File: config.mk
export PLATFORM = sky130hd
export DESIGN_NAME = ric_top
export DESIGN_NICKNAME = d
export VERILOG_FILES = /design/src/hw/ric_pkg.sv /design/src/hw/ric_top.sv
export SDC_FILE = /design/constraint.sdc
export NUM_CORES = 1
export LEC_CHECK = 0
export BUFFER_PORTS_ARGS = -buffer_cell sky130_fd_sc_hd__buf_2
export CORE_MARGIN = 10
export CORE_UTILIZATION = 40
export DETAILED_ROUTE_END_ITERATION = 10
export GPL_ROUTABILITY_DRIVEN = 0
export PLACE_DENSITY = 0.58
export SLEW_MARGIN = 40
export SYNTH_ARGS = -nofsm -noshare
export SYNTH_HDL_FRONTEND = slang
export SYNTH_SLANG_ARGS = --single-unit
File: constraint.sdc
create_clock -name pclk -period 2.3 [get_ports pclk]
set_input_delay 0.345 -clock pclk [delete_from_list [all_inputs] [get_ports pclk]]
set_output_delay 0.345 -clock pclk [all_outputs]
set_load 0.005 [all_outputs]
File: src/hw/ric_pkg.sv
// Package for the restart interlock control block: register map,
// field positions, reset values and timing constants.
// Assumes a 100 MHz pclk and an APB master with 32-bit data.
package ric_pkg;

   // Clock rate, switch hold limits, offline, hour and debounce timing
   localparam int unsigned CLK_HZ         = 100_000_000;
   localparam int unsigned HOLD_MIN_MS    = 500;
   localparam int unsigned HOLD_MAX_MS    = 4500;
   localparam int unsigned OFFLINE_S      = 40;
   localparam int unsigned HOUR_S         = 3600;
   localparam int unsigned MS_CYC         = CLK_HZ / 1000;
   localparam int unsigned HOLD_MIN_CYC   = HOLD_MIN_MS * MS_CYC;
   localparam int unsigned HOLD_MAX_CYC   = HOLD_MAX_MS * MS_CYC;
   localparam int unsigned OFFLINE_MS     = OFFLINE_S * 1000;
   localparam int unsigned HOUR_MS        = HOUR_S * 1000;
   localparam int unsigned DEBOUNCE_CYC   = 16;

   // Register byte offsets
   localparam logic [7:0] REG_CTRL        = 8'h00;
   localparam logic [7:0] REG_STATUS      = 8'h04;
   localparam logic [7:0] REG_IRQ_STAT    = 8'h08;
   localparam logic [7:0] REG_IRQ_MASK    = 8'h0C;
   localparam logic [7:0] REG_IP_ADDR     = 8'h10;
   localparam logic [7:0] REG_CHAIN       = 8'h14;
   localparam logic [7:0] REG_HOURS       = 8'h18;
   localparam logic [7:0] REG_MENU        = 8'h1C;

   // CTRL fields
   localparam int CTRL_STOP      = 0;
   localparam int CTRL_FAULT     = 1;
   localparam int CTRL_OBJ       = 2;
   localparam int CTRL_FACTORY   = 3;
   localparam int CTRL_ROTATE    = 4;
   localparam int CTRL_SEL_LO    = 8;
   localparam int CTRL_TEST_DONE = 12;

   // Interrupt event bits
   localparam int EV_ACCEPT   = 0;
   localparam int EV_DISCARD  = 1;
   localparam int EV_READY    = 2;
   localparam int EV_LOCKOUT  = 3;
   localparam int EV_FACTORY  = 4;
   localparam int EV_W        = 5;

   // Reset values
   localparam logic [31:0] IP_DEFAULT = 32'hC0A8_000A;
   localparam logic [1:0]  CHAIN_DEF  = 2'h0;

   // Menu buttons and entries
   localparam int BTN_SQUARE = 0;
   localparam int BTN_UP     = 1;
   localparam int BTN_DOWN   = 2;

   typedef enum logic [1:0] {
      RIC_MENU_INFO  = 2'b00,
      RIC_MENU_SET   = 2'b01,
      RIC_MENU_EXIT  = 2'b11
   } ric_menu_t;

   // Device run state, Gray along startup -> interlock -> run
   typedef enum logic [2:0] {
      RIC_ST_STARTUP   = 3'b000,
      RIC_ST_INTERLOCK = 3'b001,
      RIC_ST_RUN       = 3'b011,
      RIC_ST_LOCKOUT   = 3'b010,
      RIC_ST_WAITCFG   = 3'b110
   } ric_state_t;

endpackage

File: src/hw/ric_top.sv
// Restart interlock control: switch qualification, interlock and lockout
// state, startup test timing, address reservation, menu and run hours.
// Assumes an APB master on pclk and raw pins needing synchronisation.
//
// Overview of operation
// - Request accepted if switch closed 0.5 to 4.5 s, acts on opening
// - Switch held past 4.5 s discards that request entirely
// - After stop, stay in interlock with outputs off until restart
// - Lockout holds until fault cleared and valid reset arrives
// - Reset reruns startup tests, offline about 40 seconds
// - Restart accepted only once object has left protected zone
// - Restart pending lights indicator amber and restart symbol
// - Any multi-function pin selectable as reset/restart input
// - Use configured address, default 192.168.0.10, plus next one
// - Each cascade remote takes next two consecutive addresses
// - Factory reset restores password, access, address, config; code holds no password or access state
// - After factory restore, every scanner restarts awaiting config
// - Square opens menu, up/down walk info, settings, exit
// - Display setting rotates image by 180 degrees
// - Settings reset entry restarts like a power cycle
// - Lifetime run hours counter readable in hardware info
//
// The implementer's own choices: the APB register port and the register offsets.
`timescale 1ns/1ps
`default_nettype none

module ric_top
   import ric_pkg::*;
#(
   parameter int unsigned N_PINS      = 4,
   parameter int unsigned OFFLINE_MS_P = OFFLINE_MS,
   parameter int unsigned HOUR_MS_P    = HOUR_MS,
   parameter int unsigned MS_CYC_P     = MS_CYC,
   parameter int unsigned HOLD_MIN_P   = HOLD_MIN_CYC,
   parameter int unsigned HOLD_MAX_P   = HOLD_MAX_CYC
) (
   input  wire logic              pclk,
   input  wire logic              presetn,
   input  wire logic              psel,
   input  wire logic              penable,
   input  wire logic              pwrite,
   input  wire logic [7:0]        paddr,
   input  wire logic [31:0]       pwdata,
   input  wire logic [3:0]        pstrb,
   output var  logic [31:0]       prdata,
   output var  logic              pready,
   output var  logic              pslverr,
   input  wire logic [N_PINS-1:0] multi_pin_in,
   input  wire logic [2:0]        button_in,
   output var  logic              outputs_on,
   output var  logic              interlock_indicator,
   output var  logic              restart_symbol,
   output var  logic              offline,
   output var  logic              waiting_config,
   output var  logic              display_rotate,
   output var  logic              irq
);

   localparam int unsigned PIN_W = N_PINS + 3;

   typedef struct packed {
      logic [PIN_W-1:0] s1;        // First sync stage, read only by s2
      logic [PIN_W-1:0] s2;
      logic             sw_deb;    // Debounced switch level
      logic [4:0]       deb_cnt;
      logic [2:0]       btn_prev;
      logic [31:0]      hold_cnt;
      logic             hold_over;
      logic [16:0]      ms_cnt;    // Millisecond prescaler, fits 100000
      logic [31:0]      off_ms;
      logic [31:0]      hour_ms;
      logic [31:0]      hours;
      ric_state_t       state;
      logic             stop;
      logic             fault;
      logic             obj;
      logic             rotate;
      logic [3:0]       sel;
      logic [31:0]      ip;
      logic [1:0]       remotes;
      logic             menu_open;
      ric_menu_t        menu;
      logic [EV_W-1:0]  ev;
      logic [EV_W-1:0]  mask;
      logic [31:0]      rdata;
      logic             ready;
      logic             slverr;
      logic             o_on;
      logic             o_led;
      logic             o_off;
      logic             o_wait;
      logic             o_irq;
   } ric_regs_t;

   ric_regs_t q, d;

   logic             sw_raw;
   logic             sw_close;
   logic             sw_open;
   logic             req_ok;
   logic             restart;
   logic [EV_W-1:0]  ev_set;
   logic             wr;
   logic             rd;
   logic             ms_tick;
   logic [2:0]       btn_rise;

   // Next-state logic for the whole block
   always_comb begin
      d = q;
      ev_set = '0;
      // Pins pass two flops before any logic looks at them
      d.s1 = {button_in, multi_pin_in};
      d.s2 = q.s1;
      sw_raw = q.s2[q.sel[$clog2(N_PINS)-1:0]];
      btn_rise = q.s2[PIN_W-1 -: 3] & ~q.btn_prev;
      d.btn_prev = q.s2[PIN_W-1 -: 3];

      // Debounce: level must differ for a run of cycles before it counts
      if (sw_raw != q.sw_deb) begin
         d.deb_cnt = q.deb_cnt + 5'd1;
         if (q.deb_cnt == 5'(DEBOUNCE_CYC - 1)) begin
            d.sw_deb = sw_raw;
            d.deb_cnt = '0;
         end
      end else begin
         d.deb_cnt = '0;
      end
      sw_close = d.sw_deb & ~q.sw_deb;
      sw_open  = ~d.sw_deb & q.sw_deb;

      // Hold timer; stops one count past the maximum so it never wraps
      if (sw_close) begin
         d.hold_cnt = '0;
         d.hold_over = 1'b0;
      end else if (q.sw_deb && !q.hold_over) begin
         d.hold_cnt = q.hold_cnt + 32'd1;
         if (q.hold_cnt >= HOLD_MAX_P) begin
            d.hold_over = 1'b1;
         end
      end
      req_ok = sw_open && !q.hold_over &&
               (q.hold_cnt >= HOLD_MIN_P);
      if (sw_open && q.hold_over) begin
         ev_set[EV_DISCARD] = 1'b1;
      end
      if (req_ok) begin
         ev_set[EV_ACCEPT] = 1'b1;
      end

      // Millisecond tick drives the offline and hour timers
      ms_tick = (q.ms_cnt == 17'(MS_CYC_P - 1));
      d.ms_cnt = ms_tick ? '0 : q.ms_cnt + 17'd1;

      // APB decode: one wait state, write/read in the first access cycle
      wr = psel && penable && pwrite && !q.ready;
      rd = psel && penable && !pwrite && !q.ready;
      d.ready = psel && penable && !q.ready;
      d.slverr = 1'b0;
      restart = 1'b0;
      if (wr) begin
         case (paddr)
            REG_CTRL: begin
               d.stop   = pwdata[CTRL_STOP];
               d.fault  = pwdata[CTRL_FAULT];
               d.obj    = pwdata[CTRL_OBJ];
               d.rotate = pwdata[CTRL_ROTATE];
               d.sel    = pwdata[CTRL_SEL_LO +: 4];
               if (pwdata[CTRL_FACTORY]) begin
                  d.ip = IP_DEFAULT;
                  d.remotes = CHAIN_DEF;
                  d.rotate = 1'b0;
                  d.sel = '0;
                  d.state = RIC_ST_WAITCFG;
                  d.off_ms = '0;
                  ev_set[EV_FACTORY] = 1'b1;
               end
            end
            REG_IRQ_STAT: d.ev = q.ev & ~pwdata[EV_W-1:0];
            REG_IRQ_MASK: d.mask = pwdata[EV_W-1:0];
            REG_IP_ADDR:  d.ip = pwdata;
            REG_CHAIN:    d.remotes = pwdata[1:0];
            REG_STATUS, REG_HOURS, REG_MENU: ;
            default:      d.slverr = 1'b1;
         endcase
      end
      d.rdata = '0;
      if (rd) begin
         case (paddr)
            REG_CTRL: d.rdata = {20'h0_0000, q.sel, 3'h0, q.rotate,
                                 1'b0, q.obj, q.fault, q.stop};
            REG_STATUS: d.rdata = {24'h00_0000, 3'h0, q.o_wait,
                                   q.o_off, q.o_led, q.o_on,
                                   q.hold_over};
            REG_IRQ_STAT: d.rdata = {27'h000_0000, q.ev};
            REG_IRQ_MASK: d.rdata = {27'h000_0000, q.mask};
            REG_IP_ADDR:  d.rdata = q.ip;
            // Last reserved address: base + 1 + two per remote
            REG_CHAIN: d.rdata = q.ip + 32'd1 +
                                 {29'h0000_0000, q.remotes, 1'b0};
            REG_HOURS: d.rdata = q.hours;
            REG_MENU:  d.rdata = {29'h0000_0000, q.menu, q.menu_open};
            default:   d.slverr = 1'b1;
         endcase
      end

      // Local menu; square on the settings entry restarts the unit
      if (btn_rise[BTN_SQUARE]) begin
         if (!q.menu_open) begin
            d.menu_open = 1'b1;
            d.menu = RIC_MENU_INFO;
         end else if (q.menu == RIC_MENU_EXIT) begin
            d.menu_open = 1'b0;
         end else if (q.menu == RIC_MENU_SET) begin
            restart = 1'b1;
            d.menu_open = 1'b0;
         end
      end else if (q.menu_open && btn_rise[BTN_DOWN]) begin
         case (q.menu)
            RIC_MENU_INFO: d.menu = RIC_MENU_SET;
            RIC_MENU_SET:  d.menu = RIC_MENU_EXIT;
            default:       d.menu = RIC_MENU_INFO;
         endcase
      end else if (q.menu_open && btn_rise[BTN_UP]) begin
         case (q.menu)
            RIC_MENU_EXIT: d.menu = RIC_MENU_SET;
            RIC_MENU_SET:  d.menu = RIC_MENU_INFO;
            default:       d.menu = RIC_MENU_EXIT;
         endcase
      end

      // Run state machine
      case (q.state)
         RIC_ST_STARTUP: begin
            if (ms_tick) begin
               d.off_ms = q.off_ms + 32'd1;
            end
            if (q.off_ms >= OFFLINE_MS_P) begin
               d.state = RIC_ST_INTERLOCK;
               ev_set[EV_READY] = 1'b1;
            end
         end
         RIC_ST_INTERLOCK: begin
            if (q.fault) begin
               d.state = RIC_ST_LOCKOUT;
            end else if (req_ok && !q.obj && !q.stop) begin
               d.state = RIC_ST_RUN;
            end
         end
         RIC_ST_RUN: begin
            if (q.fault) begin
               d.state = RIC_ST_LOCKOUT;
            end else if (q.stop || q.obj) begin
               d.state = RIC_ST_INTERLOCK;
            end
         end
         RIC_ST_LOCKOUT: begin
            if (req_ok && !q.fault) begin
               d.state = RIC_ST_STARTUP;
               d.off_ms = '0;
            end
         end
         RIC_ST_WAITCFG: ;
         default: d.state = RIC_ST_STARTUP;
      endcase
      if (q.state != RIC_ST_LOCKOUT && d.state == RIC_ST_LOCKOUT) begin
         ev_set[EV_LOCKOUT] = 1'b1;
      end
      // Menu reset and a config write after factory restore both rerun tests
      if (restart || (wr && paddr == REG_CTRL && q.state == RIC_ST_WAITCFG
                      && !pwdata[CTRL_FACTORY])) begin
         d.state = RIC_ST_STARTUP;
         d.off_ms = '0;
      end

      // Run-time hours accumulate whenever powered
      if (ms_tick) begin
         if (q.hour_ms == 32'(HOUR_MS_P - 1)) begin
            d.hour_ms = '0;
            d.hours = q.hours + 32'd1;
         end else begin
            d.hour_ms = q.hour_ms + 32'd1;
         end
      end

      // Sticky events: a new event wins over a same-cycle clear
      d.ev = d.ev | ev_set;

      // Registered outputs
      d.o_on   = (d.state == RIC_ST_RUN);
      d.o_led  = (d.state == RIC_ST_INTERLOCK) && !q.obj;
      d.o_off  = (d.state == RIC_ST_STARTUP);
      d.o_wait = (d.state == RIC_ST_WAITCFG);
      d.o_irq  = |(d.ev & d.mask);
   end

   // Single state register; async reset loads constants only
   always_ff @(posedge pclk or negedge presetn) begin
      if (!presetn) begin
         q <= '{state: RIC_ST_STARTUP, ip: IP_DEFAULT,
                remotes: CHAIN_DEF, menu: RIC_MENU_INFO,
                o_off: 1'b1, default: '0};
      end else begin
         q <= d;
      end
   end

   assign prdata              = q.rdata;
   assign pready              = q.ready;
   assign pslverr             = q.slverr;
   assign outputs_on          = q.o_on;
   assign interlock_indicator = q.o_led;
   assign restart_symbol      = q.o_led;
   assign offline             = q.o_off;
   assign waiting_config      = q.o_wait;
   assign display_rotate      = q.rotate;
   assign irq                 = q.o_irq;

endmodule // ric_top

`default_nettype wire

==> run_results.csv, run 1 <==
group,metric,value,unit
finish,layout_common_cells,"258 x dfrtp_1, 182 x nand2_1, 178 x buf_4, 106 x o21ai_0, 96 x nor2_1",
global_route,grt_first_pass_wirelength,60.71,mm
floorplanning,die_h,205.3,µm
worst_setup_path,cp.arrival,2.93,ns
cts,cts_sinks,266,
sta,relSlewSlack,0.5672,
floorplanning,die-area,42150,µm²
floorplanning,die_w,205.3,µm
sta,period_share,1.080,
finish,final_common_cell,"dfrtp_1",
worst_setup_path,reg2reg_slack,-0.18,ns
logic_synthesis,synth_seq_cells,266,
worst_setup_path,cp-startpoint,"q[145]",
cts,clock_latency,0.56,ns
logic_synthesis,synth_ff_type,"dfrtp_1",
worst_setup_path,cp_num_buf_inv,3,
finish,postLayoutCellArea,18000,µm²
worst_setup_path,required,2.75,ns
detailed_routing,final_antenna_net_count,0,
pwr,power_density,561.5,nW/µm²
worst_setup_path,max_stage_delay,0.57,ns
floorplanning,rows,67,
finish,num_antenna_cells,0,
status,violations,"setup timing",
status,status,"finished, violations left",
detailed_routing,drc,0,
logic_synthesis,seq_area_frac_synth,0.4854,
global_route,antenna_found_initial,2,
worst_setup_path,cp_max_fo,7,
pwr,max-vdd-ir-drop,0.5227,mV
worst_setup_path,cpMaxStageDelayCell,"or4_4",
logic_synthesis,synth.net_count,1525,
worst_setup_path,critical_path_class,"reg -> reg",
global_route,top_usage_layer,"met2",
global_route,grtUsageMet3,0.02956,
sta,setup_slack,-0.1829,ns
global_route,grt_usage,0.1750,
finish,nNetsFinal,1784,
finish,drive_gt1_frac,0.2925,
cts,cts_buffer_depth,3,
hold_path,holdPathStages,3,
logic_synthesis,synth.area.top_cells,"dfrtp_1 47%, nand2_1 5.2%, xnor2_1 4.2%, o21ai_0 4.2%, nor2_1 3.3%",
global_route,grt_pass1_vias,11440,
detailed_routing,drtIter0Drc,729,
logic_synthesis,synth.top_cell.area_share,0.4701,
sta,worst_slew_pin_slew,0.6437,ns
sta,drv_slew,0,
worst_setup_path,rr_worst_depth,9,
logic_synthesis,synth-edff-count,0,
cts,clkSlewWorstSetupHoldPaths,0.06,ns
hold_path,hold_end,"q[85]",
worst_setup_path,cp_cell_sequence,"or4_4 > nor4_4 > nand3_1 > buf_6 > nor4_4 > buf_6 > buf_12 > nand4_1 > xnor2_1",
hold_path,hp-class,"in -> reg",
sta,clock_skew,0.02213,ns
detailed_routing,wire_per_inst,17.36,µm
worst_setup_path,rr_startpoint,"q[145]",
finish,syn_to_final_growth,31.06,%
logic_synthesis,synthCells,1458,
pwr,power,10.11,mW
place,place_ws,-0.2422,ns
detailed_routing,drtPass1Iterations,5,
place,dpl_cell_area,15810,µm²
worst_setup_path,critPathLaunchType,"flip-flop",
logic_synthesis,yosysUniqueCellTypes,74,
sta,setup_violations,81,
cts,cts_tree,"done",
sta,fmax,0.4028,GHz
place,portBuffers,92,
detailed_routing,wirelength,37.99,mm
worst_setup_path,r2r_end,"q[108]",
floorplanning,ioPinCount,97,
cts,cts_root_buf,"clkbuf_16",
worst_setup_path,path_delay_family,"simple AND/OR/NAND/NOR gates",
floorplanning,core_area,33700,µm²
global_route,grt_max_degree,70,
flow_run,drv_cap,0,
place,dp_hpwl,26.68,mm
pwr,p_leak,8.295,nW
detailed_routing,viasPerCell,5.379,
sta,rsz0062_at_grt,"yes",
logic_synthesis,yosys_warnings,0,
global_route,grt_use_met2,0.2759,
global_route,met1_usage,0.2411,
logic_synthesis,syn_avg_cell_area,9.420,µm²
detailed_routing,vias,11770,
cts,htreeDepth,1,
hold_path,hold_start,"pwdata[31]",
sta,fin_crit,2.483,ns
sta,hold_viol_final,0,
cts,numCtsBuffers,31,
finish,final_util,0.5341,
logic_synthesis,netlist_area,13730,µm²
logic_synthesis,synth_top_area_cell,"dfrtp_1",
floorplanning,start_util,0.4076,
worst_setup_path,end_kind,"flip-flop",
logic_synthesis,async_flop_share,1.000,
global_route,grt_overflow_total,0,
[synthesized netlist by cell type (5+ instances only)]
library cell and number:
dfrtp_1 258, nand2_1 190, nor2_1 122, o21ai_0 115, nand3_1 78, xnor2_1 66, clkbuf_1 58, a21oi_1 56
xor2_1 48, and3_1 44, buf_4 33, nand4_1 33, nor3_1 30, inv_1 27, a22o_1 20, and2_1 20
a31oi_1 19, a21o_1 14, mux2i_1 14, nor4_1 14, or3_1 13, and4_1 12, mux2_2 11, ha_1 10
nor2b_1 10, a41oi_1 9, dfstp_2 8, nor3b_1 8, a211oi_1 7, or2_2 7, a22oi_1 6, o31ai_1 6
nand2b_1 5, o22ai_1 5
[flip-flops by register name, summed over array words and instances, names as in the netlist]
signal	count
waiting_config	1
interlock_indicator	1
pready	1
d	10
offline	1
q	216
outputs_on	1
pslverr	1
irq	1
display_rotate	1
prdata	32
[cell type report]
type	instances	area, µm²
sequential	266	6666
multi-input combinational	1068	7194
fill	3050	15700
inverter	27	101.3
clock inverter	11	110.1
clock buffer	45	888.4
tap	448	560.5
timing repair buffer	323	2479
[worst register-to-register path, cell delays in order, from the launching register on]
cell     delay [ns]
dfrtp_1        0.38
or4_4          0.57
nor4_4         0.27
nand3_1        0.12
buf_6          0.14
nor4_4         0.28
buf_6          0.18
buf_12         0.15
nand4_1        0.12
xnor2_1        0.15
[where the power goes]
part	internal, mW	switching, mW	leakage (nW)
Sequential	4.74	0.0613	3.62
Clock	2.88	1.97	0.491
Combinational	0.183	0.277	4.19
[worst max path at each step]
stage,to,slack [ns],depth (start not counted)
3_5_place_dp,interlock_indicator,-0.24,7
2_1_floorplan,irq,-0.06,7
6_report,q[108],-0.18,9
3_3_place_gp,interlock_indicator,-0.17,7
4_1_cts,irq,-0.17,7
5_1_grt,q[108],-0.29,9
[stage by stage]
step / TNS (ns) / hold WS [ns] / std cells
floorplan: -0.2045 / 0.04941 / 1458
global placement: -3.341 / 0.3339 / 2088
detailed placement: -5.721 / 0.3364 / 2088
CTS: -4.972 / 0.0002904 / 2167
global route: -14.97 / 0.02439 / 2188
finish: -8.084 / 0.01348 / 2188
[timing repair]
| item | in CTS | in global routing |
|---|---|---|
| hold buffers | 11 | 0 |
| gates cloned | 1 | 3 |
| endpoints found under the setup margin | 88 | 121 |
| hold endpoints to repair | 69 | 0 |
| resized for setup | 75 | 116 |
| pin swaps | 35 | 53 |
| setup buffers | 11 | 19 |
[kinds of logic (layout without fill, tap and decap cells)]
kind of cell	after synthesis	in the layout	synth area share
and+or+nand+nor	617	617	0.2269
AOI/OAI and AO/OA	298	298	0.1365
DFF	266	266	0.4854
buffers and inverters	124	406	0.04382
xor gates and xnor gates	114	114	0.07270
muxes	28	28	0.02414
adders and majority gates	11	11	0.01057
[layer usage]
metal  vias to the layer above  wire length [µm]
met5                         -                27
met4                         4              1037
met3                        68              2035
met2                       275             17460
met1                      5762             17430
li1                       5660                 -
(Power assumes the default switching activity.)
==> run 2, diff against run 1 <==
--- a/config.mk
+++ b/config.mk
@@ -5,12 +5,12 @@
 export SDC_FILE = /design/constraint.sdc
 export NUM_CORES = 1
 export LEC_CHECK = 0
-export BUFFER_PORTS_ARGS = -buffer_cell sky130_fd_sc_hd__buf_2
 export CORE_MARGIN = 10
 export CORE_UTILIZATION = 40
 export DETAILED_ROUTE_END_ITERATION = 10
+export DONT_BUFFER_PORTS = 1
 export GPL_ROUTABILITY_DRIVEN = 0
-export PLACE_DENSITY = 0.58
+export PLACE_DENSITY = 0.55
 export SLEW_MARGIN = 40
 export SYNTH_ARGS = -nofsm -noshare
 export SYNTH_HDL_FRONTEND = slang
==> run 2 against run 1 <==
The flow finishes with violations (hold timing, setup timing); cell count shrank 2.4%; largest cell class unchanged; worst hold slack worse by 0.54 ns; combinational power down 29%; largest power group unchanged; critical path depth unchanged; setup slack improved by 0.083 ns; via count down 1.8%; total power is 6.8% higher; clock-buffer cell count decreased by 5; global-route usage rose by 0.36 points.
==> run_results.csv, run 2 (synthesis gave the netlist of run 1 again) <==
group,metric,value,unit
status,status,"finished, violations left",
status,violations,"hold timing, setup timing",
sta,hold_viol_final,266,
pwr,p_leak,8.199,nW
pwr,power,10.80,mW
cts,clkSlewWorstSetupHoldPaths,0.06,ns
global_route,grt_overflow_total,0,
place,dpl_cell_area,15420,µm²
sta,fmax,0.4166,GHz
sta,fin_crit,2.400,ns
cts,cts_hold_buffers,40,
floorplanning,start_util,0.4076,
cts,cts_buffer_depth,3,
detailed_routing,top_layer_used,"met4",
detailed_routing,drtPass1Iterations,5,
worst_setup_path,critical_path_class,"reg -> reg",
place,dp_hpwl,26.24,mm
global_route,grt_usage,0.1786,
detailed_routing,vias,11560,
global_route,grt_first_pass_wirelength,61.92,mm
global_route,antenna_found_initial,0,
detailed_routing,final_antenna_net_count,0,
floorplanning,core_area,33700,µm²
finish,nNetsFinal,1730,
place,portBuffers,0,
finish,layout_common_cells,"258 x dfrtp_1, 185 x buf_4, 177 x nand2_1, 104 x nor2_1, 87 x o21ai_0",
worst_setup_path,cpMaxStageDelayCell,"or4b_4",
sta,rsz0062_at_grt,"yes",
worst_setup_path,end_kind,"flip-flop",
sta,relSlewSlack,0.5633,
worst_setup_path,rr_worst_depth,9,
detailed_routing,wirelength,38.97,mm
cts,numCtsBuffers,31,
worst_setup_path,path_delay_family,"simple AND/OR/NAND/NOR gates",
finish,postLayoutCellArea,18210,µm²
finish,largest_reg_flops,216,
floorplanning,die_h,205.3,µm
worst_setup_path,reg2reg_slack,-0.10,ns
sta,worst_slew_pin_slew,0.6551,ns
finish,drive_gt1_frac,0.2695,
cts,clock_latency,0.57,ns
finish,num_antenna_cells,0,
cts,cts_sinks,266,
sta,setup_violations,43,
hold_path,hp-class,"in -> async",
worst_setup_path,cp.arrival,2.88,ns
worst_setup_path,cp_cell_sequence,"or4b_4 > nor3_4 > buf_4 > buf_6 > nand3_4 > nor3_4 > buf_6 > o21ai_0 > a41oi_2",
global_route,grt_max_degree,267,
detailed_routing,viasPerCell,5.410,
worst_setup_path,critPathLaunchType,"flip-flop",
worst_setup_path,required,2.78,ns
sta,drv_slew,0,
detailed_routing,drc,0,
worst_setup_path,rr_startpoint,"q[205]",
cts,cts_root_buf,"clkbuf_16",
sta,period_share,1.044,
cts,cts_tree,"done",
pwr,power_density,592.9,nW/µm²
sta,holdWs,-0.5248,ns
floorplanning,die_w,205.3,µm
floorplanning,ioPinCount,97,
pwr,max-vdd-ir-drop,0.5073,mV
global_route,grt_pass1_vias,11460,
finish,fill_cells,3033,
floorplanning,rows,67,
worst_setup_path,cp_max_fo,6,
detailed_routing,drtIter0Drc,674,
flow_run,drv_cap,0,
worst_setup_path,max_stage_delay,0.55,ns
detailed_routing,met1_length,17.33,mm
finish,final_common_cell,"dfrtp_1",
cts,htreeDepth,1,
detailed_routing,met2_length,18.68,mm
floorplanning,die-area,42150,µm²
sta,clock_skew,0.01269,ns
worst_setup_path,cp_num_buf_inv,3,
sta,setup_slack,-0.1003,ns
detailed_routing,wire_per_inst,18.25,µm
detailed_routing,wl_met3,2.187,mm
finish,regMostFlops,"q",
finish,syn_to_final_growth,32.60,%
worst_setup_path,r2r_end,"q[187]",
==> run 2: cell types whose count changed in the layout (fill, tap and decap cells not counted), moves of 8 or more <==
cell	change
nand3_2	+9
buf_2	-92
o21ai_1	+21
o21ai_0	-19
nor2_1	+8
dlygate4sd3_1	+29
nand3_1	-8
==> run 2: per-layer routing <==
metal	vias to the layer above	track usage
met5	-	0
met4	0	0.04017
met3	47	0.03098
met2	257	0.2957
met1	5689	0.2394
li1	5563	-
==> run 2: timing repair <==
action                                  CTS  global route
gates resized for setup                  59           161
pin swaps                                27            85
gates cloned                              1             5
endpoints found under the hold margin   324           266
buffers inserted                         10            21
endpoints found under the setup margin   87           111
==> run 2: final cells by class <==
| cell class | count | area (µm²) | area share |
|---|---|---|---|
| multi-input cells | 1068 | 7254 | 0.3983 |
| flip-flops and latches | 266 | 6666 | 0.3660 |
| repair buffers | 269 | 2437 | 0.1338 |
| clock buffers | 40 | 889.6 | 0.04885 |
| well taps | 448 | 560.5 | 0.03078 |
| clock inverters | 18 | 302.8 | 0.01663 |
| inverters | 27 | 101.3 | 0.005565 |
==> run 2: worst max-delay path by stage <==
stage                     startpoint  endpoint  slack [ns]  depth (start not counted)
after floorplan                q[86]       irq       -0.06                          7
after global placement        q[193]    q[162]       -0.18                          8
after detailed placement       q[86]    q[187]       -0.17                          8
after CTS                      q[86]    q[192]       -0.12                          8
after global routing          q[205]    q[147]       -0.19                          7
final                         q[205]    q[187]       -0.10                          9
==> run 2: power by group <==
part           internal [mW]  total [mW]  switching, mW
logic                  0.171       0.328          0.157
registers               4.74        4.80         0.0576
clock network           3.61        5.67           2.06
total                   8.52        10.8           2.28
==> run 2: through the flow <==
stage | setup WS [ns] | TNS, ns | utilization | instances
after floorplan | -0.06438 | -0.2045 | - | 1458
after global placement | -0.1754 | -5.119 | 0.4569 | 2003
after detailed placement | -0.1717 | -6.729 | 0.4577 | 2004
after CTS | -0.1241 | -2.745 | 0.5151 | 2113
after global routing | -0.1926 | -8.361 | 0.5404 | 2136
final | -0.1003 | -1.032 | 0.5404 | 2136
==> run 3, diff against run 2 <==
--- a/config.mk
+++ b/config.mk
@@ -5,6 +5,7 @@
 export SDC_FILE = /design/constraint.sdc
 export NUM_CORES = 1
 export LEC_CHECK = 0
+export ABC_AREA = 1
 export CORE_MARGIN = 10
 export CORE_UTILIZATION = 40
 export DETAILED_ROUTE_END_ITERATION = 10
==> constraint.sdc (replaced) <==
create_clock -name pclk -period 2.1 [get_ports pclk]
set_input_delay 0.315 -clock pclk [delete_from_list [all_inputs] [get_ports pclk]]
set_output_delay 0.315 -clock pclk [all_outputs]
set_load 0.005 [all_outputs]
==> run 3 against run 2 <==
Critical endpoint is now prdata[24]; combinational power up 17%; register-to-register slack about the same; synthesized cell count up 43%; sequential share of layout area down 4.7 points; non-clock buffer count up 47; first-iteration DRC count up 42%; cell count up 36%; design area up 15%; worst hold slack worse by 0.038 ns; sequential power up 9.6%; the flow still finishes with violations (hold timing, setup timing); largest cell class unchanged.
==> run_results.csv, run 3 <==
group,metric,value,unit
status,status,"finished, violations left",
status,violations,"hold timing, setup timing",
global_route,top_usage_layer,"met2",
logic_synthesis,synth_top_area_cell,"dfrtp_1",
finish,drive_gt1_frac,0.2622,
worst_setup_path,max_stage_delay,0.43,ns
logic_synthesis,synth_seq_cells,266,
detailed_routing,final_antenna_net_count,0,
sta,holdWs,-0.5624,ns
global_route,grt_max_degree,267,
floorplanning,start_util,0.4029,
detailed_routing,drtIter0Drc,954,
cts,clkSlewWorstSetupHoldPaths,0.06,ns
worst_setup_path,critical_path_class,"reg -> reg",
finish,final_common_cell,"nand2_1",
sta,setup_slack,-0.09904,ns
cts,cts_buffer_depth,3,
worst_setup_path,cp_cell_sequence,"buf_6 > fa_2 > nand2_4 > a21oi_4 > nand2_2 > nor2_4 > nand2_2 > inv_2 > nand3_2 > inv_2 > buf_4 > buf_6 > buf_4 > nand2_1 > nand3_1 > a31oi_1",
sta,drv_slew,0,
floorplanning,die_w,217.1,µm
detailed_routing,wirelength,47.58,mm
logic_synthesis,yosysMostFrequentCell,"nand2_1",
finish,finalNonFillerCells,2904,
worst_setup_path,cp.arrival,2.70,ns
worst_setup_path,cpMaxStageDelayCell,"dfrtp_1",
floorplanning,die_h,217.1,µm
global_route,grt_pass1_vias,14690,
logic_synthesis,synth_commonest_cells,"532 x nand2_1, 263 x inv_1, 258 x dfrtp_1",
finish,syn_to_final_growth,34.78,%
logic_synthesis,synth.net_count,2150,
logic_synthesis,yosys_warnings,0,
finish,regMostFlops,"q",
cts,cts_tree,"done",
sta,setup_violations,16,
pwr,p_leak,9.341,nW
sta,rsz0062_at_grt,"yes",
pwr,power,11.55,mW
cts,htreeDepth,1,
logic_synthesis,synth-edff-count,0,
sta,clock_skew,0.009029,ns
worst_setup_path,cp_max_fo,4,
finish,regArea,6671,µm²
detailed_routing,drtPass1Iterations,6,
floorplanning,core_area,38560,µm²
global_route,grt_first_pass_wirelength,75.04,mm
global_route,grt_usage,0.1903,
worst_setup_path,critPathLaunchType,"flip-flop",
cts,cts_root_buf,"clkbuf_16",
finish,fill_cells,3625,
logic_synthesis,seq_area_frac_synth,0.4292,
global_route,antenna_found_initial,2,
logic_synthesis,synth.area.top_cells,"dfrtp_1 42%, nand2_1 13%, inv_1 6.4%, nor2_1 4.5%, nand3_1 4.4%",
flow_run,drv_cap,0,
logic_synthesis,syn_avg_cell_area,7.457,µm²
logic_synthesis,yosysUniqueCellTypes,56,
cts,numCtsBuffers,31,
place,dp_cells,2746,
cts,cts_sinks,266,
place,dp_hpwl,33.86,mm
detailed_routing,viasPerCell,5.148,
hold_path,hp-class,"in -> async",
cts,cts_hold_buffers,38,
sta,worst_slew_pin_slew,0.5677,ns
sta,relSlewSlack,0.6215,
finish,nNetsFinal,2427,
sta,fin_crit,2.199,ns
detailed_routing,wire_per_inst,16.38,µm
finish,largest_reg_flops,216,
sta,period_share,1.047,
sta,hold_viol_final,266,
cts,clock_latency,0.58,ns
logic_synthesis,async_flop_share,1.000,
place,portBuffers,0,
worst_setup_path,required,2.60,ns
finish,layout_common_cells,"479 x nand2_1, 254 x dfrtp_1, 245 x inv_1, 232 x buf_4, 148 x nor2_1",
pwr,power_density,551.8,nW/µm²
global_route,grt_overflow_total,0,
finish,multi_input_comb_area,8643,µm²
detailed_routing,drc,0,
sta,fmax,0.4547,GHz
global_route,grtUsageMet3,0.03689,
floorplanning,ioPinCount,97,
logic_synthesis,netlist_area,15530,µm²
floorplanning,die-area,47120,µm²
pwr,max-vdd-ir-drop,0.6037,mV
global_route,grt_use_met2,0.3191,
logic_synthesis,synthCells,2083,
logic_synthesis,synth_ff_type,"dfrtp_1",
global_route,met1_usage,0.2431,
worst_setup_path,end_kind,"flip-flop",
floorplanning,rows,72,
detailed_routing,vias,14950,
logic_synthesis,synth.top_cell.area_share,0.4156,
==> run 3: cell types whose count changed in the layout (fill, tap and decap cells not counted), moves of 20 or more <==
cell	delta
and3_1	-40
nor2_1	+44
nor2_4	+27
inv_1	+218
nor3_1	+64
nand3_1	+53
nand2_2	+28
nand2_1	+302
a22o_1	-20
buf_4	+47
xnor2_1	-46
inv_2	+24
==> run 3: final timing paths <==
path | to | slack [ns] | start | depth (start not counted)
worst max-delay path | prdata[24] | -0.1 | q[52] | 16
worst max register to register | prdata[24] | -0.1 | q[52] | 16
worst min register to register | q[252] | 0.35 | d[252] | 0
min in group pclk | q[48] | 0.03 | pwdata[3] | 2
max in group asynchronous | prdata[11] | 2.17 | presetn | 0
worst min-delay path | q[158] | -0.56 | presetn | 0
==> run 3: cell families (layout without fill, tap and decap cells) <==
group / Yosys count / in the layout / synth area share
AND/OR/NAND/NOR: 1087 / 1087 / 0.3145
buffers and inverters: 352 / 653 / 0.09448
AO/OA/AOI/OAI: 290 / 290 / 0.1088
flip-flops: 266 / 266 / 0.4292
XOR/XNOR: 75 / 75 / 0.04229
adder cells (fa/ha/maj): 11 / 11 / 0.009344
multiplexers: 2 / 2 / 0.001450
other: 0 / 2 / 0
==> run 3: metal layers <==
layer  up-vias  wire (µm)
li1       7404          -
met1      7117      20530
met2       346      23200
met3        84       2526
met4         0       1321
met5         -          0
==> run 3: timing repair <==
action	CTS	global route
gates cloned	1	4
gates resized for setup	70	302
endpoints found under the hold margin	316	266
pin swaps	14	102
buffers inserted	13	46
endpoints found under the setup margin	71	129
==> run 3: report_power, final <==
part / internal (mW) / switching [mW] / leakage, nW
clock: 3.68 / 2.23 / 0.542
sequential: 5.20 / 0.0569 / 3.57
combinational: 0.167 / 0.218 / 5.23
total: 9.05 / 2.50 / 9.34
==> run 3: layout make-up <==
cell class / count / share of cell area
multi-input cells: 1465 / 0.4128
flip-flops and latches: 266 / 0.3187
repair inverters: 4 / 0.001494
inverters: 276 / 0.05092
clock buffers: 45 / 0.04291
diodes: 2 / 0.0002390
well taps: 518 / 0.03096
clock inverters: 12 / 0.01046
repair buffers: 316 / 0.1315
==> run 3: metrics by stage <==
stage / util / setup WS [ns] / setup TNS [ns] / area [µm²]
6_report: 0.5430 / -0.09904 / -0.7948 / 20940
5_1_grt: 0.5429 / -0.2362 / -7.230 / 20930
4_1_cts: 0.5020 / -0.03730 / -0.1119 / 19360
3_5_place_dp: 0.4541 / -0.2334 / -6.154 / 17510
3_3_place_gp: 0.4539 / -0.1807 / -4.014 / 17500
2_1_floorplan: - / 0.01301 / 0 / 15530
==> run 3: critical path: cells and delay by family, from the launching register on <==
family / cells / cell delay (ns)
DFF: 1 / 0.43
and+or+nand+nor: 7 / 0.49
adders and majority gates: 1 / 0.41
buffers and inverters: 6 / 0.57
AOI/OAI and AO/OA: 2 / 0.22
